[config.mk]
export PLATFORM = sky130hd
export DESIGN_NAME = reverse_drive_startup_config_regs
export DESIGN_NICKNAME = d
export VERILOG_FILES = /design/src/hdl/spin_cfg_pkg.sv /design/src/hdl/cfg_word_if.sv /design/src/hdl/cfg_word_store.sv /design/src/hdl/reverse_drive_startup_config_regs.sv
export SDC_FILE = /design/constraint.sdc
export NUM_CORES = 1
export LEC_CHECK = 0
export CAP_MARGIN = 40
export CORE_MARGIN = 1
export CORE_UTILIZATION = 40
export DETAILED_ROUTE_END_ITERATION = 8
export DONT_BUFFER_PORTS = 1
export HOLD_SLACK_MARGIN = 0.05
export PLACE_DENSITY_LB_ADDON = 0.3
export SYNTH_ARGS = -nofsm -noshare
export SYNTH_HDL_FRONTEND = slang
export SYNTH_SLANG_ARGS = --single-unit
[constraint.sdc]
create_clock -name i_clk -period 1.04 [get_ports i_clk]
set_clock_uncertainty 0.2 [all_clocks]
set_input_delay 0.052 -clock i_clk [delete_from_list [all_inputs] [get_ports i_clk]]
set_output_delay 0.052 -clock i_clk [all_outputs]
set_load 0.05 [all_outputs]
[src/hdl/spin_cfg_pkg.sv]
// Package with offsets, field positions and reset values of the configuration words
// Assumes one core clock domain and a plain strobe register port
// Function
// The reverse-drive word lives at offset 0x82, resets to zero, and every field is read/write.
// Bits 30..27 select the reverse linear acceleration code, 0.01 Hz/s at code 0 up to 10000 Hz/s at code 15.
// Bits 26..23 select the reverse quadratic acceleration code, zero at code 0 up to 10000 at code 15.
// Bits 22..20 set the braking bus current cap, 0.5 A at code 0 then 1 A steps to 7 A.
// Bits 19..10 hold the braking proportional gain, value divided by 128.
// Bits 9..0 hold the braking integral gain, value divided by 512.
// The start-up word lives at offset 0x84, resets to zero, with parity, method, ramp, align time and align current fields.
// The ramp-rate field caps current ramp in align, slow first cycle and open loop, 0.1 A/s up to no limit.
// The align current field caps current in align or slow first cycle, 0.125 A up to 8.0 A.
// Parity bits are stored as written and read back, with no check made here.
package spin_cfg_pkg;
	localparam int          ADDR_W          = 8;
	localparam int          DATA_W          = 32;
	// Printed offsets are not all multiples of four, so they are indices
	localparam logic [7:0]  REV_SETUP_IDX   = 8'h82;
	localparam logic [7:0]  SPINUP_IDX      = 8'h84;
	localparam logic [31:0] REV_SETUP_RST   = 32'h0000_0000;
	localparam logic [31:0] SPINUP_RST      = 32'h0000_0000;
	localparam int          PARITY_BIT      = 31;
	localparam int          LIN_ACC_LSB     = 27;
	localparam int          QUAD_ACC_LSB    = 23;
	localparam int          BRK_CAP_LSB     = 20;
	localparam int          BRK_KP_LSB      = 10;
	localparam int          BRK_KI_LSB      = 0;
	localparam int          METHOD_LSB      = 29;
	localparam int          RAMP_LSB        = 25;
	localparam int          ALIGN_T_LSB     = 21;
	localparam int          LOCK_CAP_LSB    = 17;
	localparam int          PROBE_RATE_LSB  = 14;
	localparam int          PROBE_THR_LSB   = 9;
	localparam int          PROBE_REL_BIT   = 8;
	localparam int          PROBE_ADV_LSB   = 6;
	localparam int          PROBE_REP_LSB   = 4;
	localparam int          OL_CAP_BIT      = 3;
	localparam int          IQ_RAMP_BIT     = 2;
	localparam int          REGEN_BIT       = 1;
	localparam int          REV_OPT_BIT     = 0;
	localparam logic [3:0]  RAMP_NO_LIMIT   = 4'hf;
endpackage : spin_cfg_pkg

[src/hdl/cfg_word_if.sv]
// Interface carrying one configuration word between the bank and its word store
// Assumes both ends run on the same core clock
`timescale 1ns/1ps
interface cfg_word_if;
	logic        wr;
	logic [31:0] wdata;
	logic [31:0] word;
	modport bank  (output wr, output wdata, input word);
	modport store (input wr, input wdata, output word);
endinterface : cfg_word_if

[src/hdl/cfg_word_store.sv]
// One 32-bit read/write configuration word with a reset value
// Assumes write strobes are synchronous one-cycle pulses
`timescale 1ns/1ps
module cfg_word_store #(
	parameter logic [31:0] RST_VAL = 32'h0000_0000
) (
	input  wire logic i_clk,
	input  wire logic i_rst_n,
	cfg_word_if.store port
);
	// Whole word stored as written, parity bit included
	always_ff @(posedge i_clk or negedge i_rst_n) begin
		if (!i_rst_n) begin
			port.word <= RST_VAL;
		end else if (port.wr) begin
			port.word <= port.wdata;
		end
	end
endmodule : cfg_word_store

[src/hdl/reverse_drive_startup_config_regs.sv]
// Register bank holding the reverse-drive and start-up configuration words
// Assumes a strobe bus master that never asserts read and write together
`timescale 1ns/1ps
module reverse_drive_startup_config_regs (
	input  wire logic        i_clk,
	input  wire logic        i_rst_n,
	input  wire logic [7:0]  i_addr,
	input  wire logic [31:0] i_wdata,
	input  wire logic        i_wr,
	input  wire logic        i_rd,
	output logic      [31:0] o_rdata,
	output logic      [3:0]  o_reverse_linear_accel_sel,
	output logic      [3:0]  o_reverse_quadratic_accel_sel,
	output logic      [2:0]  o_braking_bus_current_cap,
	output logic      [9:0]  o_braking_prop_gain,
	output logic      [9:0]  o_braking_integral_gain,
	output logic      [1:0]  o_spinup_method_sel,
	output logic      [3:0]  o_spinup_ramp_rate_sel,
	output logic             o_spinup_ramp_unlimited,
	output logic      [3:0]  o_rotor_lock_time_sel,
	output logic      [3:0]  o_rotor_lock_current_cap,
	output logic      [2:0]  o_position_probe_rate_sel,
	output logic      [4:0]  o_position_probe_current_thr,
	output logic             o_position_probe_release_sel,
	output logic      [1:0]  o_position_probe_advance_sel,
	output logic      [1:0]  o_position_probe_repeat_sel,
	output logic             o_openloop_current_cap_sel,
	output logic             o_torque_current_ramp_on,
	output logic             o_regen_braking_on,
	output logic             o_reverse_spin_option
);
	cfg_word_if rev_if ();
	cfg_word_if spin_if ();
	logic [31:0] reverse_spin_setup;
	logic [31:0] spinup_setup_word;
	logic [31:0] next_rdata;
	wire         hit_rev  = (i_addr == spin_cfg_pkg::REV_SETUP_IDX);
	wire         hit_spin = (i_addr == spin_cfg_pkg::SPINUP_IDX);

	// Address decode for writes
	assign rev_if.wr     = i_wr && hit_rev;
	assign rev_if.wdata  = i_wdata;
	assign spin_if.wr    = i_wr && hit_spin;
	assign spin_if.wdata = i_wdata;
	assign reverse_spin_setup = rev_if.word;
	assign spinup_setup_word  = spin_if.word;

	cfg_word_store #(.RST_VAL(spin_cfg_pkg::REV_SETUP_RST)) u_rev (
		.i_clk  (i_clk),
		.i_rst_n(i_rst_n),
		.port   (rev_if.store)
	);
	cfg_word_store #(.RST_VAL(spin_cfg_pkg::SPINUP_RST)) u_spin (
		.i_clk  (i_clk),
		.i_rst_n(i_rst_n),
		.port   (spin_if.store)
	);

	// Read mux; unmapped addresses return zero
	assign next_rdata = !i_rd    ? 32'h0000_0000 :
	                    hit_rev  ? reverse_spin_setup :
	                    hit_spin ? spinup_setup_word : 32'h0000_0000;

	// Read data stands only in the cycle after the strobe
	always_ff @(posedge i_clk or negedge i_rst_n) begin
		if (!i_rst_n) begin
			o_rdata <= 32'h0000_0000;
		end else begin
			o_rdata <= next_rdata;
		end
	end

	// Field selection; the flops below only copy these, so each slice is named once
	wire [3:0] lin_accel_field  = reverse_spin_setup[spin_cfg_pkg::LIN_ACC_LSB +: 4];
	wire [3:0] quad_accel_field = reverse_spin_setup[spin_cfg_pkg::QUAD_ACC_LSB +: 4];
	wire [2:0] brake_cap_field  = reverse_spin_setup[spin_cfg_pkg::BRK_CAP_LSB +: 3];
	wire [9:0] brake_kp_field   = reverse_spin_setup[spin_cfg_pkg::BRK_KP_LSB +: 10];
	wire [9:0] brake_ki_field   = reverse_spin_setup[spin_cfg_pkg::BRK_KI_LSB +: 10];
	wire [1:0] method_field     = spinup_setup_word[spin_cfg_pkg::METHOD_LSB +: 2];
	wire [3:0] ramp_field       = spinup_setup_word[spin_cfg_pkg::RAMP_LSB +: 4];
	wire       ramp_top         = (ramp_field == spin_cfg_pkg::RAMP_NO_LIMIT);
	wire [3:0] lock_time_field  = spinup_setup_word[spin_cfg_pkg::ALIGN_T_LSB +: 4];
	wire [3:0] lock_cap_field   = spinup_setup_word[spin_cfg_pkg::LOCK_CAP_LSB +: 4];
	wire [2:0] probe_rate_field = spinup_setup_word[spin_cfg_pkg::PROBE_RATE_LSB +: 3];
	wire [4:0] probe_thr_field  = spinup_setup_word[spin_cfg_pkg::PROBE_THR_LSB +: 5];
	wire       probe_rel_field  = spinup_setup_word[spin_cfg_pkg::PROBE_REL_BIT];
	wire [1:0] probe_adv_field  = spinup_setup_word[spin_cfg_pkg::PROBE_ADV_LSB +: 2];
	wire [1:0] probe_rep_field  = spinup_setup_word[spin_cfg_pkg::PROBE_REP_LSB +: 2];
	wire       ol_cap_field     = spinup_setup_word[spin_cfg_pkg::OL_CAP_BIT];
	wire       iq_ramp_field    = spinup_setup_word[spin_cfg_pkg::IQ_RAMP_BIT];
	wire       regen_field      = spinup_setup_word[spin_cfg_pkg::REGEN_BIT];
	wire       rev_opt_field    = spinup_setup_word[spin_cfg_pkg::REV_OPT_BIT];

	// Field outputs registered so the algorithm sees clean flops; one cycle behind the word
	always_ff @(posedge i_clk or negedge i_rst_n) begin
		if (!i_rst_n) begin
			o_reverse_linear_accel_sel    <= 4'h0;
			o_reverse_quadratic_accel_sel <= 4'h0;
			o_braking_bus_current_cap     <= 3'h0;
			o_braking_prop_gain           <= 10'h000;
			o_braking_integral_gain       <= 10'h000;
			o_spinup_method_sel           <= 2'h0;
			o_spinup_ramp_rate_sel        <= 4'h0;
			o_spinup_ramp_unlimited       <= 1'b0;
			o_rotor_lock_time_sel         <= 4'h0;
			o_rotor_lock_current_cap      <= 4'h0;
			o_position_probe_rate_sel     <= 3'h0;
			o_position_probe_current_thr  <= 5'h00;
			o_position_probe_release_sel  <= 1'b0;
			o_position_probe_advance_sel  <= 2'h0;
			o_position_probe_repeat_sel   <= 2'h0;
			o_openloop_current_cap_sel    <= 1'b0;
			o_torque_current_ramp_on      <= 1'b0;
			o_regen_braking_on            <= 1'b0;
			o_reverse_spin_option         <= 1'b0;
		end else begin
			o_reverse_linear_accel_sel    <= lin_accel_field;
			o_reverse_quadratic_accel_sel <= quad_accel_field;
			o_braking_bus_current_cap     <= brake_cap_field;
			o_braking_prop_gain           <= brake_kp_field;
			o_braking_integral_gain       <= brake_ki_field;
			o_spinup_method_sel           <= method_field;
			o_spinup_ramp_rate_sel        <= ramp_field;
			o_spinup_ramp_unlimited       <= ramp_top;
			o_rotor_lock_time_sel         <= lock_time_field;
			o_rotor_lock_current_cap      <= lock_cap_field;
			o_position_probe_rate_sel     <= probe_rate_field;
			o_position_probe_current_thr  <= probe_thr_field;
			o_position_probe_release_sel  <= probe_rel_field;
			o_position_probe_advance_sel  <= probe_adv_field;
			o_position_probe_repeat_sel   <= probe_rep_field;
			o_openloop_current_cap_sel    <= ol_cap_field;
			o_torque_current_ramp_on      <= iq_ramp_field;
			o_regen_braking_on            <= regen_field;
			o_reverse_spin_option         <= rev_opt_field;
		end
	end
endmodule : reverse_drive_startup_config_regs

==> impl_results.md <==
- CP cell instances: buf_6
- RSZ-0062 raised after global routing: yes
- Die ar.: 0.0142 mm2
- Status: finished, violations left
- Cts bufs inserted: 17
- RR Endpoint: u_spin.port.word[26]
- Failing checks: hold timing, setup timing
- Worst Path Required: 790 ps
- Post-DR wirelength/cell: 17.4 um
- Initial DRC Count: 124
- Combinational share of power: 7.5%
- Final #Nets: 496
- Die Width: 119 um
- Detailed Place HPWL: 6.64 mm
- Sequential area share after synthesis: 72.5%
- Synth cell types: 12
- Post-Syn Instances: 312
- Area delta synth->final: 42.6%
- Gr usage total: 17.0%
- Most frequent cells after synthesis: dfrtp_1 (159), mux2_4 (60), nor2_1 (33), a22oi_1 (32), clkbuf_1 (11)
- CTS tree: yes
- Reg2reg start: u_spin.port.word[26]
- Fill cells: 1014
- Sequential share of power: 44.9%
- Sink Count: 159
- Slew HR: 70.1%
- Final std cells w/o fill: 640
- Final WL: 11.1 mm
- Worst setup margin: -200 ps
- FP Rows: 42
- Die Ht: 119 um
- Worst slew pin tran: 448 ps
- H-tree depth: 4
- Cell area after synthesis: 0.00549 mm2
- Dpl ws: -412 ps
- Ports: 139
- Post-synth top area cell: dfrtp_1
- Psw: 3.12 mW
- Initial Utilization: 41.3%
- Internal power: 11.5 mW
- Worst-path fanout max: 1
- Final Setup Violations: 95
- VDD IR max: 0.801 mV
- DRC: 0
- Number of synthesized flops with an enable pin: 0
- Top-count cell post-synth: dfrtp_1
- Startpoint class of the critical path: flop
- PD cells: 1870 mW/mm2
- Max Transition Viols Final: 0
- Via Count: 3077
- Core ar.: 0.0133 mm2
- Switching share of power: 21.3%
- Clk Tree Root Cell: clkbuf_16
- CP peak stage delay: 400 ps
- GPL Wtd Cong: 0.714
- Power share of the clock group: 47.6%
- First-pass GRT wire length: 17.7 mm
- Worst setup path class: reg -> out
- Peak Freq: 806 MHz
- Final worst-path cycle share: 119%
- Highest-delay cell along the critical path: dfrtp_1
- Worst-path clk slew: 60 ps
- Endpoints failing hold: 223
- Flops & latches, synth: 159
- Synth Area per Inst: 17.6 um2
- Largest net degree at the start of global routing: 160
- YS warnings: 0
- Critical path arrival: 990 ps
- Syn_nets: 356
- Ant diodes: 0
- Input/output buffers: 0
- Post-placement cell count: 576
- Worst hold margin: -874 ps
- DRT Pass-1 Iters: 4
- Critical Path End Type: output port
- Synth Flop Type: dfrtp_1
- Via density: 4.81
- Clock buffer depth: 2
- GRT overflow: 0
- Reg2Reg Depth: 1
- Layout cells sized above 1: 44.2%
- Setup TNS: -15420 ps
- Max Cap Viol: 0
- Clock latency on the worst-skew pair: 430 ps
- Detail Route Antenna Nets: 0
- Reg-to-reg setup timing slack: 50 ps
- LEAKAGE: 3.99 nW
- Leading post-synthesis cells by cell area: dfrtp_1 (72%), mux2_4 (16%), a22oi_1 (4.4%)
- Hold_buf cts: 33
- Post-synth top area share: 72.5%
- Hold crit path type: in -> async
- Post-synthesis async set-or-reset flop share: 100%
- CP delay by family, top: flip-flops
- Number of global-route vias before repair: 3225
- WP buf/inv: 1
- Initial antenna violation count: 0
- Crit path time final: 1240 ps
[cell families (layout without fill, tap and decap cells)]
group | count (synthesis) | in the layout | share of synthesized area [%]
compound gates | 32 | 32 | 4.38
mux | 64 | 64 | 17.2
flops | 159 | 159 | 72.5
buf+inv | 17 | 169 | 1.98
simple gates | 40 | 40 | 3.94
[layout make-up]
type | count | area (um2) | share of cell area [%]
well taps | 176 | 220 | 2.81
clock inverters | 10 | 206 | 2.64
multi-input cells | 136 | 1430 | 18.2
clock buffers | 21 | 460 | 5.88
repair buffers | 138 | 1540 | 19.6
flip-flops and latches | 159 | 3980 | 50.8
[worst max-delay path by stage]
stage,depth (start not counted),slack (ps),from,end
finish,1,-200,o_rotor_lock_time_sel[3],o_rotor_lock_time_sel[3]
global route,1,-230,o_rotor_lock_time_sel[3],o_rotor_lock_time_sel[3]
CTS,1,-230,o_position_probe_release_sel,o_position_probe_release_sel
detailed placement,5,-410,i_addr[6],u_spin.port.word[16]
global placement,5,-390,i_addr[6],u_spin.port.word[1]
floorplan,4,-390,i_addr[6],u_rev.port.word[10]
[power groups by stage]
stage               registers (mW)  clock network (mW)  logic [mW]
floorplan                     7.04                   0       0.249
global placement              6.66                   0       0.893
detailed placement            6.67                   0       0.902
CTS                           6.58                7.07        1.10
global route                  6.60                7.35        1.14
finish                        6.58                6.98        1.10
[layout by cell type, fill, tap and decap left out, types with 2 or more instances in the layout]
| master | instances |
|---|---|
| a22oi_1 | 31 |
| buf_4 | 5 |
| clkbuf_1 | 2 |
| buf_6 | 95 |
| nor2b_4 | 2 |
| dlygate4sd3_1 | 33 |
| bufinv_16 | 6 |
| clkbuf_8 | 2 |
| clkbuf_16 | 17 |
| mux2_4 | 60 |
| clkinv_2 | 2 |
| nand4_4 | 2 |
| buf_12 | 5 |
| nor2_1 | 33 |
| mux2_2 | 4 |
| dfrtp_1 | 159 |
[timing repair]
item	CTS	global route
gates resized for setup	95	1
endpoints found under the setup margin	95	96
setup buffers	0	0
hold endpoints to repair	255	253
[through the flow]
stage          hold WS, ps  power [mW]  util [%]  area (um2)
2_1_floorplan         -444        7.28         -        5490
3_3_place_gp          -437        7.55      48.7        6470
3_5_place_dp          -437        7.57      48.7        6470
4_1_cts               -891        14.7      58.9        7830
5_1_grt               -903        15.1      58.9        7830
6_report              -874        14.7      58.9        7830
[flip-flops by register name, summed over array words and instances (netlist names), 2 cells and up]
name,flops
o_rotor_lock_time_sel,4
o_rotor_lock_current_cap,4
o_braking_prop_gain,10
o_reverse_quadratic_accel_sel,4
o_spinup_method_sel,2
o_braking_integral_gain,10
o_reverse_linear_accel_sel,4
o_rdata,32
o_spinup_ramp_rate_sel,4
o_position_probe_repeat_sel,2
o_position_probe_advance_sel,2
o_position_probe_current_thr,5
o_braking_bus_current_cap,3
u_spin.port.word,32
o_position_probe_rate_sel,3
u_rev.port.word,32
[routing by layer]
layer  track usage [%]  up-vias  routed length [um]  part of all wire [%]
met5                 0        -                   0                     0
met4              10.2        0                 281                   2.5
met3              5.27       24                 622                   5.6
met2              25.5      111                5370                    48
met1              21.6     1578                4860                    44
li1                  -     1364                   -                     -
No activity file was read; power rests on OpenSTA's default activity.
